### config.mk
export PLATFORM = sky130hd
export DESIGN_NAME = sps_switch_port_status
export DESIGN_NICKNAME = d
export VERILOG_FILES = /design/src/design/sps_pkg.sv /design/src/design/sps_switch_port_status.sv /design/src/design/sps_axil_slave.sv
export SDC_FILE = /design/constraint.sdc
export NUM_CORES = 1
export LEC_CHECK = 0
export ABC_AREA = 1
export BUFFER_PORTS_ARGS = -buffer_cell sky130_fd_sc_hd__buf_2
export CORE_MARGIN = 5
export CORE_UTILIZATION = 52
export DETAILED_ROUTE_END_ITERATION = 10
export PLACE_DENSITY = 0.9
export SYNTH_ARGS = -nofsm -noshare
export SYNTH_HDL_FRONTEND = slang
export SYNTH_SLANG_ARGS = --single-unit
export TNS_END_PERCENT = 10
### constraint.sdc
create_clock -name aclk -period 3 [get_ports aclk]
set_input_delay 0.6 -clock aclk [delete_from_list [all_inputs] [get_ports aclk]]
set_output_delay 0.6 -clock aclk [all_outputs]
set_load 0.005 [all_outputs]
### src/design/sps_pkg.sv
// Shared constants and types of the switch port status register bank
package sps_pkg;

  // Register byte offsets on the register bus
  localparam logic [7:0] SPS_STATUS_OFS   = 8'h00;
  localparam logic [7:0] SPS_CONTROL_OFS  = 8'h04;
  localparam logic [7:0] SPS_IRQ_STAT_OFS = 8'h08;
  localparam logic [7:0] SPS_IRQ_MASK_OFS = 8'h0c;

  // Status register field positions and widths
  localparam int SPS_FLAG_BEGIN_BIT = 0;
  localparam int SPS_FLAG_DONE_BIT  = 1;
  localparam int SPS_FLAG_COUNT     = 4;
  localparam int SPS_LINK_BIT       = 4;
  localparam int SPS_DIR_BIT        = 5;
  localparam int SPS_MODE_LSB       = 6;
  localparam int SPS_MODE_W         = 3;
  localparam int SPS_PART_LSB       = 10;
  localparam int SPS_PART_W         = 4;
  localparam int SPS_DEVICE_NUMBER_LSB     = 16;
  localparam int SPS_DEVICE_NUMBER_W       = 5;

  // Control register field positions
  localparam int SPS_CTL_MODE_LSB   = 0;
  localparam int SPS_CTL_PART_LSB   = 4;
  localparam int SPS_CTL_DEVICE_NUMBER_LSB = 10;

  // Interrupt status and mask bit positions
  localparam int SPS_IRQ_BEGIN_BIT = 0;
  localparam int SPS_IRQ_DONE_BIT  = 1;
  localparam int SPS_IRQ_LINK_BIT  = 2;
  localparam int SPS_IRQ_W         = 3;

  // Port mode codes, shared by programmed and effective mode
  typedef enum logic [2:0] {
    SPS_MODE_DISABLED   = 3'h0,
    SPS_MODE_DOWNSTREAM = 3'h1,
    SPS_MODE_UPSTREAM   = 3'h2,
    SPS_MODE_UNATTACHED = 3'h5
  } sps_mode_type;

  // Reset values
  localparam logic [SPS_FLAG_COUNT-1:0] SPS_FLAG_RST   = 4'h0;
  localparam logic                      SPS_LINK_RST   = 1'h0;
  localparam logic                      SPS_DIR_RST    = 1'h0;
  localparam logic [SPS_PART_W-1:0]     SPS_PART_RST   = 4'h0;
  localparam logic [SPS_DEVICE_NUMBER_W-1:0]   SPS_DEVICE_NUMBER_RST = 5'h00;
  localparam logic [SPS_IRQ_W-1:0]      SPS_IRQ_RST    = 3'h0;

  // Bus response codes
  localparam logic [1:0] SPS_RESP_OKAY   = 2'h0;
  localparam logic [1:0] SPS_RESP_SLVERR = 2'h2;

endpackage

### src/design/sps_switch_port_status.sv
// Switch port status register bank with control and interrupt registers
`timescale 1ns/1ps

module sps_switch_port_status
  import sps_pkg::*;
#(
  parameter int                ADDR_W       = 8,
  parameter logic [2:0]        CTL_MODE_RST = 3'h0,
  parameter logic [4:0]        CTL_DEV_RST  = 5'h00
)
(
  // Clock and reset
  input  wire logic                    aclk,
  input  wire logic                    aresetn,
  // AXI4-Lite write channels
  input  wire logic [ADDR_W-1:0]       awaddr,
  input  wire logic                    awvalid,
  output wire logic                    awready,
  input  wire logic [31:0]             wdata,
  input  wire logic [3:0]              wstrb,
  input  wire logic                    wvalid,
  output wire logic                    wready,
  output wire logic [1:0]              bresp,
  output wire logic                    bvalid,
  input  wire logic                    bready,
  // AXI4-Lite read channels
  input  wire logic [ADDR_W-1:0]       araddr,
  input  wire logic                    arvalid,
  output wire logic                    arready,
  output wire logic [31:0]             rdata,
  output wire logic [1:0]              rresp,
  output wire logic                    rvalid,
  input  wire logic                    rready,
  // Mode change and link layer events
  input  wire logic                    mode_change_begin,
  input  wire logic                    mode_change_done,
  input  wire logic                    link_layer_active,
  input  wire logic                    lane_direction,
  // Effective state from partition control
  input  wire logic                    partition_disabled,
  input  wire logic [SPS_MODE_W-1:0]   eff_mode,
  input  wire logic [SPS_PART_W-1:0]   eff_partition_index,
  input  wire logic [SPS_DEVICE_NUMBER_W-1:0] eff_device_number,
  // Programmed control values
  output wire logic [SPS_MODE_W-1:0]   ctl_mode,
  output wire logic [SPS_PART_W-1:0]   ctl_partition_index,
  output wire logic [SPS_DEVICE_NUMBER_W-1:0] ctl_device_number,
  // Interrupt
  output wire logic                    irq
);

  logic                      wr_en;
  logic [ADDR_W-1:0]         wr_addr;
  logic [31:0]               wr_data;
  logic [3:0]                wr_strb;
  logic                      wr_ok;
  logic                      rd_en;
  logic [ADDR_W-1:0]         rd_addr;
  logic [31:0]               rd_data;
  logic                      rd_ok;
  logic                      wr_status;
  logic                      wr_control;
  logic                      wr_mask;
  logic                      rd_irq_stat;
  logic [SPS_FLAG_COUNT-1:0] flag_set;
  logic [SPS_FLAG_COUNT-1:0] flag_clr;
  logic [SPS_FLAG_COUNT-1:0] flag_ff;
  logic                      link_ff;
  logic                      dir_ff;
  logic [SPS_MODE_W-1:0]     mode_ff;
  logic [SPS_PART_W-1:0]     part_ff;
  logic [SPS_DEVICE_NUMBER_W-1:0]   device_number_ff;
  logic [SPS_MODE_W-1:0]     ctl_mode_ff;
  logic [SPS_PART_W-1:0]     ctl_part_ff;
  logic [SPS_DEVICE_NUMBER_W-1:0]   ctl_dev_ff;
  logic [SPS_MODE_W-1:0]     wr_mode;
  logic [SPS_IRQ_W-1:0]      irq_event;
  logic [SPS_IRQ_W-1:0]      irq_stat_ff;
  logic [SPS_IRQ_W-1:0]      irq_mask_ff;
  logic [SPS_IRQ_W-1:0]      nxt_irq_stat;

  // Refuse an address space too small for the four registers
  if (ADDR_W < 4 || ADDR_W > 32)
  begin : g_bad_addr_w
    $error("sps_switch_port_status: ADDR_W must be 4 to 32");
  end

  // Word match of a byte address against a register offset
  function automatic logic hit(input logic [ADDR_W-1:0] a,
                               input logic [7:0]        ofs);
    hit = (a >> 2) == (ADDR_W'(ofs) >> 2);
  endfunction

  // Only the four documented mode codes are accepted
  function automatic logic mode_legal(input logic [SPS_MODE_W-1:0] m);
    case (m)
      SPS_MODE_DISABLED,
      SPS_MODE_DOWNSTREAM,
      SPS_MODE_UPSTREAM,
      SPS_MODE_UNATTACHED: mode_legal = 1'b1;
      default:             mode_legal = 1'b0;
    endcase
  endfunction

  // Bus slave front end
  sps_axil_slave #(
    .ADDR_W (ADDR_W)
  ) u_slave (
    .aclk    (aclk),
    .aresetn (aresetn),
    .awaddr  (awaddr),
    .awvalid (awvalid),
    .awready (awready),
    .wdata   (wdata),
    .wstrb   (wstrb),
    .wvalid  (wvalid),
    .wready  (wready),
    .bresp   (bresp),
    .bvalid  (bvalid),
    .bready  (bready),
    .araddr  (araddr),
    .arvalid (arvalid),
    .arready (arready),
    .rdata   (rdata),
    .rresp   (rresp),
    .rvalid  (rvalid),
    .rready  (rready),
    .wr_en   (wr_en),
    .wr_addr (wr_addr),
    .wr_data (wr_data),
    .wr_strb (wr_strb),
    .wr_ok   (wr_ok),
    .rd_en   (rd_en),
    .rd_addr (rd_addr),
    .rd_data (rd_data),
    .rd_ok   (rd_ok)
  );

  // Address decode of register accesses
  assign wr_status   = wr_en && hit(wr_addr, SPS_STATUS_OFS);
  assign wr_control  = wr_en && hit(wr_addr, SPS_CONTROL_OFS);
  assign wr_mask     = wr_en && hit(wr_addr, SPS_IRQ_MASK_OFS);
  assign rd_irq_stat = rd_en && hit(rd_addr, SPS_IRQ_STAT_OFS);
  assign wr_ok = hit(wr_addr, SPS_STATUS_OFS) ||
                 hit(wr_addr, SPS_CONTROL_OFS) ||
                 hit(wr_addr, SPS_IRQ_STAT_OFS) ||
                 hit(wr_addr, SPS_IRQ_MASK_OFS);

  // Flag sources; the two spare flags have none
  assign flag_set = {2'b00, mode_change_done, mode_change_begin};

  // Sticky flags, a set in the clearing cycle wins
  for (genvar i = 0; i < SPS_FLAG_COUNT; i++)
  begin : g_flag
    assign flag_clr[i] = wr_status && wr_strb[0] && wr_data[i];
    always_ff @(posedge aclk)
    begin
      if (!aresetn)
        flag_ff[i] <= SPS_FLAG_RST[i];
      else if (flag_set[i])
        flag_ff[i] <= 1'b1;
      else if (flag_clr[i])
        flag_ff[i] <= 1'b0;
    end
  end

  // Link state sampled every cycle, lane direction only while the link layer is active
  always_ff @(posedge aclk)
  begin
    if (!aresetn)
    begin
      link_ff <= SPS_LINK_RST;
      dir_ff  <= SPS_DIR_RST;
    end
    else
    begin
      link_ff <= link_layer_active;
      if (link_layer_active)
        dir_ff <= lane_direction;
    end
  end

  // Effective mode, partition and device number as now in force
  always_ff @(posedge aclk)
  begin
    if (!aresetn)
    begin
      mode_ff   <= SPS_MODE_DISABLED;
      part_ff   <= SPS_PART_RST;
      device_number_ff <= SPS_DEVICE_NUMBER_RST;
    end
    else
    begin
      mode_ff   <= partition_disabled ? SPS_MODE_DISABLED
                                      : eff_mode;
      part_ff   <= eff_partition_index;
      device_number_ff <= eff_device_number;
    end
  end

  // Programmed control register, reserved mode codes are dropped
  assign wr_mode = wr_data[SPS_CTL_MODE_LSB +: SPS_MODE_W];
  always_ff @(posedge aclk)
  begin
    if (!aresetn)
    begin
      ctl_mode_ff <= CTL_MODE_RST;
      ctl_part_ff <= SPS_PART_RST;
      ctl_dev_ff  <= CTL_DEV_RST;
    end
    else if (wr_control)
    begin
      if (wr_strb[0] && mode_legal(wr_mode))
        ctl_mode_ff <= wr_mode;
      if (wr_strb[0])
        ctl_part_ff <= wr_data[SPS_CTL_PART_LSB +: SPS_PART_W];
      if (wr_strb[1])
        ctl_dev_ff <= wr_data[SPS_CTL_DEVICE_NUMBER_LSB +: SPS_DEVICE_NUMBER_W];
    end
  end

  assign ctl_mode            = ctl_mode_ff;
  assign ctl_partition_index = ctl_part_ff;
  assign ctl_device_number   = ctl_dev_ff;

  // Interrupt events: change begun, change done, link state change
  assign irq_event = {link_layer_active != link_ff,
                      mode_change_done, mode_change_begin};

  // Interrupt status clears on read, a new event still lands
  assign nxt_irq_stat = (rd_irq_stat ? '0 : irq_stat_ff) | irq_event;

  // Interrupt status and mask registers
  always_ff @(posedge aclk)
  begin
    if (!aresetn)
    begin
      irq_stat_ff <= SPS_IRQ_RST;
      irq_mask_ff <= SPS_IRQ_RST;
    end
    else
    begin
      irq_stat_ff <= nxt_irq_stat;
      if (wr_mask && wr_strb[0])
        irq_mask_ff <= wr_data[SPS_IRQ_W-1:0];
    end
  end

  assign irq = |(irq_stat_ff & irq_mask_ff);

  // Read data mux, unused bits stay zero
  always_comb
  begin
    rd_data = 32'h0;
    rd_ok   = 1'b1;
    if (hit(rd_addr, SPS_STATUS_OFS))
    begin
      rd_data[SPS_FLAG_COUNT-1:0]                 = flag_ff;
      rd_data[SPS_LINK_BIT]                       = link_ff;
      rd_data[SPS_DIR_BIT]                        = dir_ff;
      rd_data[SPS_MODE_LSB +: SPS_MODE_W]         = mode_ff;
      rd_data[SPS_PART_LSB +: SPS_PART_W]         = part_ff;
      rd_data[SPS_DEVICE_NUMBER_LSB +: SPS_DEVICE_NUMBER_W]     = device_number_ff;
    end
    else if (hit(rd_addr, SPS_CONTROL_OFS))
    begin
      rd_data[SPS_CTL_MODE_LSB +: SPS_MODE_W]     = ctl_mode_ff;
      rd_data[SPS_CTL_PART_LSB +: SPS_PART_W]     = ctl_part_ff;
      rd_data[SPS_CTL_DEVICE_NUMBER_LSB +: SPS_DEVICE_NUMBER_W] = ctl_dev_ff;
    end
    else if (hit(rd_addr, SPS_IRQ_STAT_OFS))
      rd_data[SPS_IRQ_W-1:0] = irq_stat_ff;
    else if (hit(rd_addr, SPS_IRQ_MASK_OFS))
      rd_data[SPS_IRQ_W-1:0] = irq_mask_ff;
    else
      rd_ok = 1'b0;
  end

  // Checks on the status fields and their causes, and on the programmed mode
  property p_begin_sets;
    @(posedge aclk) disable iff (!aresetn)
    mode_change_begin |=> flag_ff[SPS_FLAG_BEGIN_BIT];
  endproperty
  a_begin_sets: assert property (p_begin_sets)
    else $error("begin flag not set after mode change start");
  property p_begin_clears;
    @(posedge aclk) disable iff (!aresetn)
    (flag_clr[SPS_FLAG_BEGIN_BIT] && !mode_change_begin)
      |=> !flag_ff[SPS_FLAG_BEGIN_BIT];
  endproperty
  a_begin_clears: assert property (p_begin_clears)
    else $error("begin flag not cleared by write of one");
  property p_done_sets;
    @(posedge aclk) disable iff (!aresetn)
    mode_change_done |=> flag_ff[SPS_FLAG_DONE_BIT];
  endproperty
  a_done_sets: assert property (p_done_sets)
    else $error("done flag not set after mode change end");
  property p_spare_zero;
    @(posedge aclk) disable iff (!aresetn)
    ##1 flag_ff[3:2] == 2'b00;
  endproperty
  a_spare_zero: assert property (p_spare_zero)
    else $error("spare flags became set");
  property p_link_follows;
    @(posedge aclk) disable iff (!aresetn)
    $changed(link_layer_active) |=> link_ff == $past(link_layer_active)
      ##0 irq_stat_ff[SPS_IRQ_LINK_BIT];
  endproperty
  a_link_follows: assert property (p_link_follows)
    else $error("link bit or link event wrong after change");
  property p_dir_follows;
    @(posedge aclk) disable iff (!aresetn)
    link_layer_active |=> dir_ff == $past(lane_direction);
  endproperty
  a_dir_follows: assert property (p_dir_follows)
    else $error("lane direction not reported while link up");
  property p_mode_actual;
    @(posedge aclk) disable iff (!aresetn)
    !partition_disabled |=> mode_ff == $past(eff_mode);
  endproperty
  a_mode_actual: assert property (p_mode_actual)
    else $error("reported mode is not the effective mode");
  property p_mode_disabled;
    @(posedge aclk) disable iff (!aresetn)
    partition_disabled |=> mode_ff == SPS_MODE_DISABLED;
  endproperty
  a_mode_disabled: assert property (p_mode_disabled)
    else $error("disabled partition not reported as disabled");
  property p_part_dev;
    @(posedge aclk) disable iff (!aresetn)
    1'b1 |=> part_ff == $past(eff_partition_index) &&
             device_number_ff == $past(eff_device_number);
  endproperty
  a_part_dev: assert property (p_part_dev)
    else $error("partition or device number not the effective one");
  property p_reserved_mode;
    @(posedge aclk) disable iff (!aresetn)
    (wr_control && wr_strb[0] && !mode_legal(wr_mode))
      |=> ctl_mode_ff == $past(ctl_mode_ff);
  endproperty
  a_reserved_mode: assert property (p_reserved_mode)
    else $error("reserved mode code was stored");
  property p_reserved_zero;
    @(posedge aclk) disable iff (!aresetn)
    (rd_en && hit(rd_addr, SPS_STATUS_OFS)) |=>
      rvalid && rdata[31:21] == 11'h000 && rdata[15:14] == 2'h0 && !rdata[9];
  endproperty
  a_reserved_zero: assert property (p_reserved_zero)
    else $error("reserved status bits read nonzero");

endmodule

### src/design/sps_axil_slave.sv
// AXI4-Lite slave front end of the switch port status register bank
`timescale 1ns/1ps
module sps_axil_slave
  import sps_pkg::*;
#(
  parameter int ADDR_W = 8
)
(
  // Clock and reset
  input  wire logic              aclk,
  input  wire logic              aresetn,
  // Write address and data channels
  input  wire logic [ADDR_W-1:0] awaddr,
  input  wire logic              awvalid,
  output wire logic              awready,
  input  wire logic [31:0]       wdata,
  input  wire logic [3:0]        wstrb,
  input  wire logic              wvalid,
  output wire logic              wready,
  // Write response channel
  output wire logic [1:0]        bresp,
  output wire logic              bvalid,
  input  wire logic              bready,
  // Read channels
  input  wire logic [ADDR_W-1:0] araddr,
  input  wire logic              arvalid,
  output wire logic              arready,
  output wire logic [31:0]       rdata,
  output wire logic [1:0]        rresp,
  output wire logic              rvalid,
  input  wire logic              rready,
  // Register side
  output wire logic              wr_en,
  output wire logic [ADDR_W-1:0] wr_addr,
  output wire logic [31:0]       wr_data,
  output wire logic [3:0]        wr_strb,
  input  wire logic              wr_ok,
  output wire logic              rd_en,
  output wire logic [ADDR_W-1:0] rd_addr,
  input  wire logic [31:0]       rd_data,
  input  wire logic              rd_ok
);

  logic              aw_full_ff;
  logic              w_full_ff;
  logic              bvalid_ff;
  logic              rvalid_ff;
  logic [ADDR_W-1:0] awaddr_ff;
  logic [31:0]       wdata_ff;
  logic [3:0]        wstrb_ff;
  logic [1:0]        bresp_ff;
  logic [31:0]       rdata_ff;
  logic [1:0]        rresp_ff;

  // Refuse address widths the decode cannot serve
  if (ADDR_W < 4 || ADDR_W > 32)
  begin : g_bad_addr_w
    $error("sps_axil_slave: ADDR_W must be 4 to 32");
  end

  // Channels accept only while no response is pending
  assign awready = !aw_full_ff && !bvalid_ff;
  assign wready  = !w_full_ff && !bvalid_ff;
  assign wr_en   = aw_full_ff && w_full_ff && !bvalid_ff;
  assign wr_addr = awaddr_ff;
  assign wr_data = wdata_ff;
  assign wr_strb = wstrb_ff;
  assign bvalid  = bvalid_ff;
  assign bresp   = bresp_ff;
  assign arready = !rvalid_ff;
  assign rd_en   = arvalid && !rvalid_ff;
  assign rd_addr = araddr;
  assign rvalid  = rvalid_ff;
  assign rdata   = rdata_ff;
  assign rresp   = rresp_ff;

  // Write address holding stage
  always_ff @(posedge aclk)
  begin
    if (!aresetn)
    begin
      aw_full_ff <= 1'b0;
      awaddr_ff  <= '0;
    end
    else if (awvalid && awready)
    begin
      aw_full_ff <= 1'b1;
      awaddr_ff  <= awaddr;
    end
    else if (wr_en)
      aw_full_ff <= 1'b0;
  end

  // Write data holding stage
  always_ff @(posedge aclk)
  begin
    if (!aresetn)
    begin
      w_full_ff <= 1'b0;
      wdata_ff  <= 32'h0;
      wstrb_ff  <= 4'h0;
    end
    else if (wvalid && wready)
    begin
      w_full_ff <= 1'b1;
      wdata_ff  <= wdata;
      wstrb_ff  <= wstrb;
    end
    else if (wr_en)
      w_full_ff <= 1'b0;
  end

  // Write response, error on an unmapped address
  always_ff @(posedge aclk)
  begin
    if (!aresetn)
    begin
      bvalid_ff <= 1'b0;
      bresp_ff  <= SPS_RESP_OKAY;
    end
    else if (wr_en)
    begin
      bvalid_ff <= 1'b1;
      bresp_ff  <= wr_ok ? SPS_RESP_OKAY : SPS_RESP_SLVERR;
    end
    else if (bready)
      bvalid_ff <= 1'b0;
  end

  // Read response, data captured at the address handshake
  always_ff @(posedge aclk)
  begin
    if (!aresetn)
    begin
      rvalid_ff <= 1'b0;
      rdata_ff  <= 32'h0;
      rresp_ff  <= SPS_RESP_OKAY;
    end
    else if (rd_en)
    begin
      rvalid_ff <= 1'b1;
      rdata_ff  <= rd_data;
      rresp_ff  <= rd_ok ? SPS_RESP_OKAY : SPS_RESP_SLVERR;
    end
    else if (rready)
      rvalid_ff <= 1'b0;
  end

endmodule

==> metrics.cfg, run 1 <==
[run_status]
outcome = finished, final reports clean

[sta]
hold_viol_final = 0
rsz0062_at_grt = no
setup_viol = 0
finalSetupTns_ns = 0
post-route-min-period_ns = 1.63
finalCritPeriodShare_pct = 54.5
slew_violations = 0
fin_skew_ns = 0.00701
clock.fmax_ghz = 0.612

[synth]
synth_compound_area_share_pct = 10.7
synthAdderAreaFrac_pct = 0
syn_area_per_cell_um2 = 7.51
synth-simple-area-share_pct = 30.4
ys_types = 25
ys_seq_area_share_pct = 47.7
muxShareOfSynthArea_pct = 0
ys_ff_latch = 78
synth-xor-area-share_pct = 0.267
synth_top_family_by_area = simple AND/OR/NAND/NOR gates
ys_warn_count = 0
netlist_area_um2 = 3280
synthCells = 436

[cts]
clock_sinks = 78
post-cts-setup-buffer-count = 0
clk_pin_slew_ns = 0.08
cts_buffers = 9
ctsHtreeMaxLevel = 3
cts-resized-gates = 0
hold_buffers = 0
clk_path_buf_depth = 2
cts_tree = done
clk_latency_ns = 0.35
cts-root-buf = clkbuf_8

[detailed_routing]
first_pass_iters = 5
drc = 0
drt-total-wl_mm = 7.74
avgRoutedWirePerCell_um = 12.8
vias_per_cell = 4.92
final_antenna_net_count = 0
drt_iter0_drc = 184
via_count = 2972

[place]
portBuffers = 87
post-dp-hpwl_mm = 5.69
place.gp.congestion = 0.772
placed_cells = 588

[critical_path]
cp_max_fo = 27
worstSetupStartpointType = flop
cp-end-kind = flop
slowest_stage = inv_2
cp-endpoint = u_slave.rdata[0]
crit_start = u_slave.rvalid
worstPathCellList = inv_1 -> nand2_2 -> inv_2 -> nand2_2 -> inv_4 -> nand3_2 -> a21oi_2
r2r_end = u_slave.rdata[0]
worst_r2r_path_depth = 7
critPathMaxStageDelay_ns = 0.40
crit_type = flop to flop
critPathRequiredTime_ns = 3.29
reg2reg_slack_ns = 1.37
worstReg2RegStart = u_slave.rvalid
crit_top_cell = nand2_2
arrival_ns = 1.92

[floorplan]
start_util_pct = 52.5
die_y_um = 89.4
core_um2 = 6240
die-area_um2 = 7990
pin_count = 130
num_rows = 29
fp.dieW_um = 89.4

[grt]
overflow = 0
track_usage_pct = 20.5
grt_pass1_wl_mm = 12.3
grt_pass1_vias = 2726
antenna_found_initial = 0
grt_max_degree = 47

[cells_and_area]
area.sequential_um2 = 1560
antenna_cells = 0
area_growth_pct = 20.5
drive_above_1_share_pct = 26.0
nets = 598
fin_cells = 604
final.fill_count = 553
multi_input_area_um2 = 1420

[power_and_ir_drop]
p_leak_uw = 0.00194
power_density_nw_per_um2 = 589
irDropWorstVdd_mv = 0.362
power.total_uw = 2330

[job]
drv_cap = 0

[min_path]
hold_class = input port to flop

==> flip-flops by register name (all words and copies together), names as in the netlist <==
name,cells
part_ff,4
u_slave.rresp,1
u_slave.rdata,18
ctl_device_number,5
link_ff,1
ctl_partition_index,4
u_slave.wr_addr,6
u_slave.wr_data,12
u_slave.w_full_ff,1
flag_ff,2
dir_ff,1
u_slave.rvalid,1
irq_mask_ff,3
mode_ff,3
device_number_ff,5
u_slave.bresp,1
ctl_mode,3
u_slave.aw_full_ff,1
irq_stat_ff,3
u_slave.wr_strb,2
u_slave.bvalid,1
==> cell usage in the layout, fill, tap and decap left out, types with 2 or more instances in the layout <==
master,Yosys,final
nand3_2,6,6
inv_1,39,39
bufinv_16,0,3
a21oi_1,24,24
nand3_1,27,27
nor2_4,9,9
nand4_1,9,9
buf_4,16,2
nand2_2,5,5
o21ai_0,31,31
clkbuf_8,0,9
o21ai_1,8,8
inv_6,0,2
inv_2,7,7
nor2_1,84,84
dfxtp_1,78,78
buf_2,6,87
nor3_1,6,6
conb_1,1,16
nand2_1,65,65
a21oi_2,3,3
==> worst max-delay path: cells and delay by family (launching register included) <==
kind	cells	cell delay, ns
simple gates	3	0.46
buf+inv	3	0.67
flops	1	0.32
compound gates	1	0.12
==> metrics by stage <==
step                hold slack [ns]  util [%]  instance area [um2]  worst slack, ns
floorplan                     0.440         -                 3330             1.63
global placement              0.452      59.3                 3700             1.18
CTS                           0.406      63.2                 3950             1.36
finish                        0.426      63.2                 3950             1.37
detailed placement            0.461      59.3                 3700             1.13
global route                  0.408      63.2                 3950             1.23
==> report_power, final <==
part           leakage [uW]  internal, uW  switching [uW]
Sequential         0.000642          1090            38.5
Clock              0.000121           560             390
Combinational       0.00118          92.0             152
==> logic make-up after synthesis <==
family / count (synthesis)
simple gates: 213
flops: 78
compound gates: 67
buf+inv: 76
xor+xnor: 1
other cells: 1
==> area by class of cell <==
| type | instances | area share (%) |
|---|---|---|
| flip-flops and latches | 78 | 39.6 |
| multi-input cells | 297 | 35.9 |
| repair buffers | 89 | 11.4 |
| inverters | 47 | 4.53 |
| clock buffers | 10 | 3.23 |
| clock inverters | 6 | 2.95 |
| well taps | 77 | 2.44 |
==> how the worst min path moves through the flow <==
stage / start / endpoint / slack (ns) / depth (start not counted)
5_1_grt: eff_device_number[4] / device_number_ff[4] / 0.41 / 3
3_3_place_gp: u_slave.rdata[14] / u_slave.rdata[14] / 0.45 / 2
6_report: eff_device_number[0] / device_number_ff[0] / 0.43 / 3
4_1_cts: eff_device_number[0] / device_number_ff[0] / 0.41 / 3
3_5_place_dp: irq_mask_ff[1] / irq_mask_ff[1] / 0.46 / 2
2_1_floorplan: flag_ff[0] / flag_ff[0] / 0.44 / 2
==> cell usage after synthesis <==
cell | count | area, um2
nand2_2 | 5 | 31.3
or2_2 | 1 | 6.26
inv_2 | 7 | 26.3
a21oi_2 | 3 | 26.3
nand4_1 | 9 | 56.3
buf_1 | 1 | 3.75
xnor2_1 | 1 | 8.76
conb_1 | 1 | 3.75
nor3_1 | 6 | 30.0
nor2_4 | 9 | 101
o21a_1 | 1 | 7.51
buf_4 | 16 | 120
a21oi_1 | 24 | 120
nor2_1 | 84 | 315
nand2_1 | 65 | 244
inv_4 | 1 | 6.26
clkbuf_1 | 6 | 22.5
o21ai_1 | 8 | 40.0
nand3_4 | 1 | 17.5
dfxtp_1 | 78 | 1560
o21ai_0 | 31 | 155
nand3_2 | 6 | 60.1
buf_2 | 6 | 30.0
inv_1 | 39 | 146
nand3_1 | 27 | 135
==> routing by layer <==
| metal | track usage [%] | up-vias | share of wire, % |
|---|---|---|---|
| met3 | 8.20 | 12 | 7.8 |
| met5 | 0 | - | 0 |
| met1 | 24.1 | 1334 | 42 |
| li1 | - | 1534 | - |
| met4 | 6.90 | 0 | 1.7 |
| met2 | 34.0 | 92 | 49 |
Note: power is estimated with default switching activity, not from simulation.
==> run 2: changes to the inputs <==
--- a/config.mk
+++ b/config.mk
@@ -8,9 +8,9 @@
 export ABC_AREA = 1
 export BUFFER_PORTS_ARGS = -buffer_cell sky130_fd_sc_hd__buf_2
 export CORE_MARGIN = 5
-export CORE_UTILIZATION = 52
+export CORE_UTILIZATION = 48
 export DETAILED_ROUTE_END_ITERATION = 10
-export PLACE_DENSITY = 0.9
+export PLACE_DENSITY = 0.84
 export SYNTH_ARGS = -nofsm -noshare
 export SYNTH_HDL_FRONTEND = slang
 export SYNTH_SLANG_ARGS = --single-unit
==> constraint.sdc (replaced) <==
create_clock -name aclk -period 1.6 [get_ports aclk]
set_input_delay 0.32 -clock aclk [delete_from_list [all_inputs] [get_ports aclk]]
set_output_delay 0.32 -clock aclk [all_outputs]
set_load 0.005 [all_outputs]
==> run 2 against run 1 <==
  * Cell count grew 1.2%
  * Clock power grew 54%
  * Setup slack worse by 1.1 ns
  * Sequential cell count stayed put
  * Count of clock-buffer cells in the layout down 1
  * Sequential share of layout area grew 0.14 points
  * Sequential power rose by 88%
==> metrics.cfg, run 2 (synthesized netlist as in run 1, its figures left out) <==
[critical_path]
critPathRequiredTime_ns = 1.28
critPathMaxStageDelay_ns = 0.38
critPathBufInv = 1
worstPathCellList = nand2_1 -> nand3_1 -> buf_2
arrival_ns = 1.00
slowest_stage = dfxtp_1
worstSetupStartpointType = flop
crit_type = flop to primary output
cp_max_fo = 3
crit_family = flip-flops
cp-end-kind = primary output

[cts]
clk_path_buf_depth = 2
post-cts-setup-buffer-count = 0
cts-resized-gates = 0
cts_buffers = 9
clock_sinks = 78
clk_latency_ns = 0.35
cts_tree = done
hold_buffers = 0
cts-root-buf = clkbuf_8
clk_pin_slew_ns = 0.09
ctsHtreeMaxLevel = 3

[floorplan]
fp.dieW_um = 92.6
pin_count = 130
die_y_um = 92.6
core_um2 = 6720
start_util_pct = 48.8
num_rows = 30
die-area_um2 = 8580

[cells_and_area]
final_common_cell = buf_2
largest_reg_flops = 18
final_cell_mix = buf_2 (87), nor2_1 (84), dfxtp_1 (78)
area_growth_pct = 20.1
multi_input_area_um2 = 1420
fin_util_pct = 58.5
antenna_cells = 0
drive_above_1_share_pct = 26.7
final.fill_count = 627
fin_cells = 611
area.sequential_um2 = 1560
nets = 602

[sta]
fin_skew_ns = 0.00831
rsz0062_at_grt = no
clock.fmax_ghz = 0.760
hold_viol_final = 0
slew_violations = 0
finalCritPeriodShare_pct = 82.2
finalSetupTns_ns = 0
setup_viol = 0
post-route-min-period_ns = 1.32
finalWorstSetupSlack_ns = 0.285

[power_and_ir_drop]
power_density_nw_per_um2 = 1030
p_leak_uw = 0.00193
irDropWorstVdd_mv = 0.598
power.total_uw = 4040

[detailed_routing]
drt_iter0_drc = 129
drc = 0
drt-total-wl_mm = 7.52
first_pass_iters = 4
avgRoutedWirePerCell_um = 12.3
via_count = 2932
vias_per_cell = 4.80
final_antenna_net_count = 0

[grt]
antenna_found_initial = 0
track_usage_pct = 18.2
grt_max_degree = 30
overflow = 0
grt_pass1_wl_mm = 12.4
grt_pass1_vias = 2771

[place]
portBuffers = 87
dp_slack_ns = 0.205
placed_cells = 595
place.gp.congestion = 0.780
post-dp-hpwl_mm = 5.74

[min_path]
hold_class = input port to flop

[job]
drv_cap = 0

[run_status]
outcome = finished, final reports clean

-- run 2: worst register-to-register path, delay by kind of cell, from the launching register on --
| kind | cells | cell delay, ns |
|---|---|---|
| buffers and inverters | 4 | 0.57 |
| DFF | 1 | 0.32 |
| AOI/OAI and AO/OA | 1 | 0.10 |
| and+or+nand+nor | 3 | 0.26 |
-- run 2: layer usage --
layer	track usage, %	share of wire, %	up-vias
li1	-	-	1535
met1	21.5	43	1308
met2	30.8	48	76
met3	4.39	5.9	13
met4	8.67	2.4	0
met5	0	0	-
-- run 2: worst paths after layout --
| kind | startpoint | to | slack [ns] | cells after the start |
|---|---|---|---|---|
| max reg2reg | u_slave.rvalid | u_slave.rdata[6] | 0.30 | 8 |
| min reg2reg | irq_mask_ff[0] | irq_mask_ff[0] | 0.47 | 2 |
| min | eff_device_number[2] | device_number_ff[2] | 0.14 | 3 |
| max | irq_stat_ff[1] | irq | 0.28 | 3 |
-- run 2: cell type report --
class	instances	area share [%]
clock buffer	9	3.15
clock inverter	7	1.85
inverter	47	4.55
multi-input combinational	297	36.0
sequential	78	39.7
tap	80	2.55
timing repair buffer	93	12.2
-- run 2: power by group --
group,internal [uW],switching [uW]
logic,181,284
clock network,725,734
registers,2050,69.5
-- run 2: per-stage QoR --
step	hold slack, ns	instance area (um2)
2_1_floorplan	0.413	3330
3_3_place_gp	0.453	3740
3_5_place_dp	0.461	3740
4_1_cts	0.132	3930
5_1_grt	0.135	3930
6_report	0.143	3930
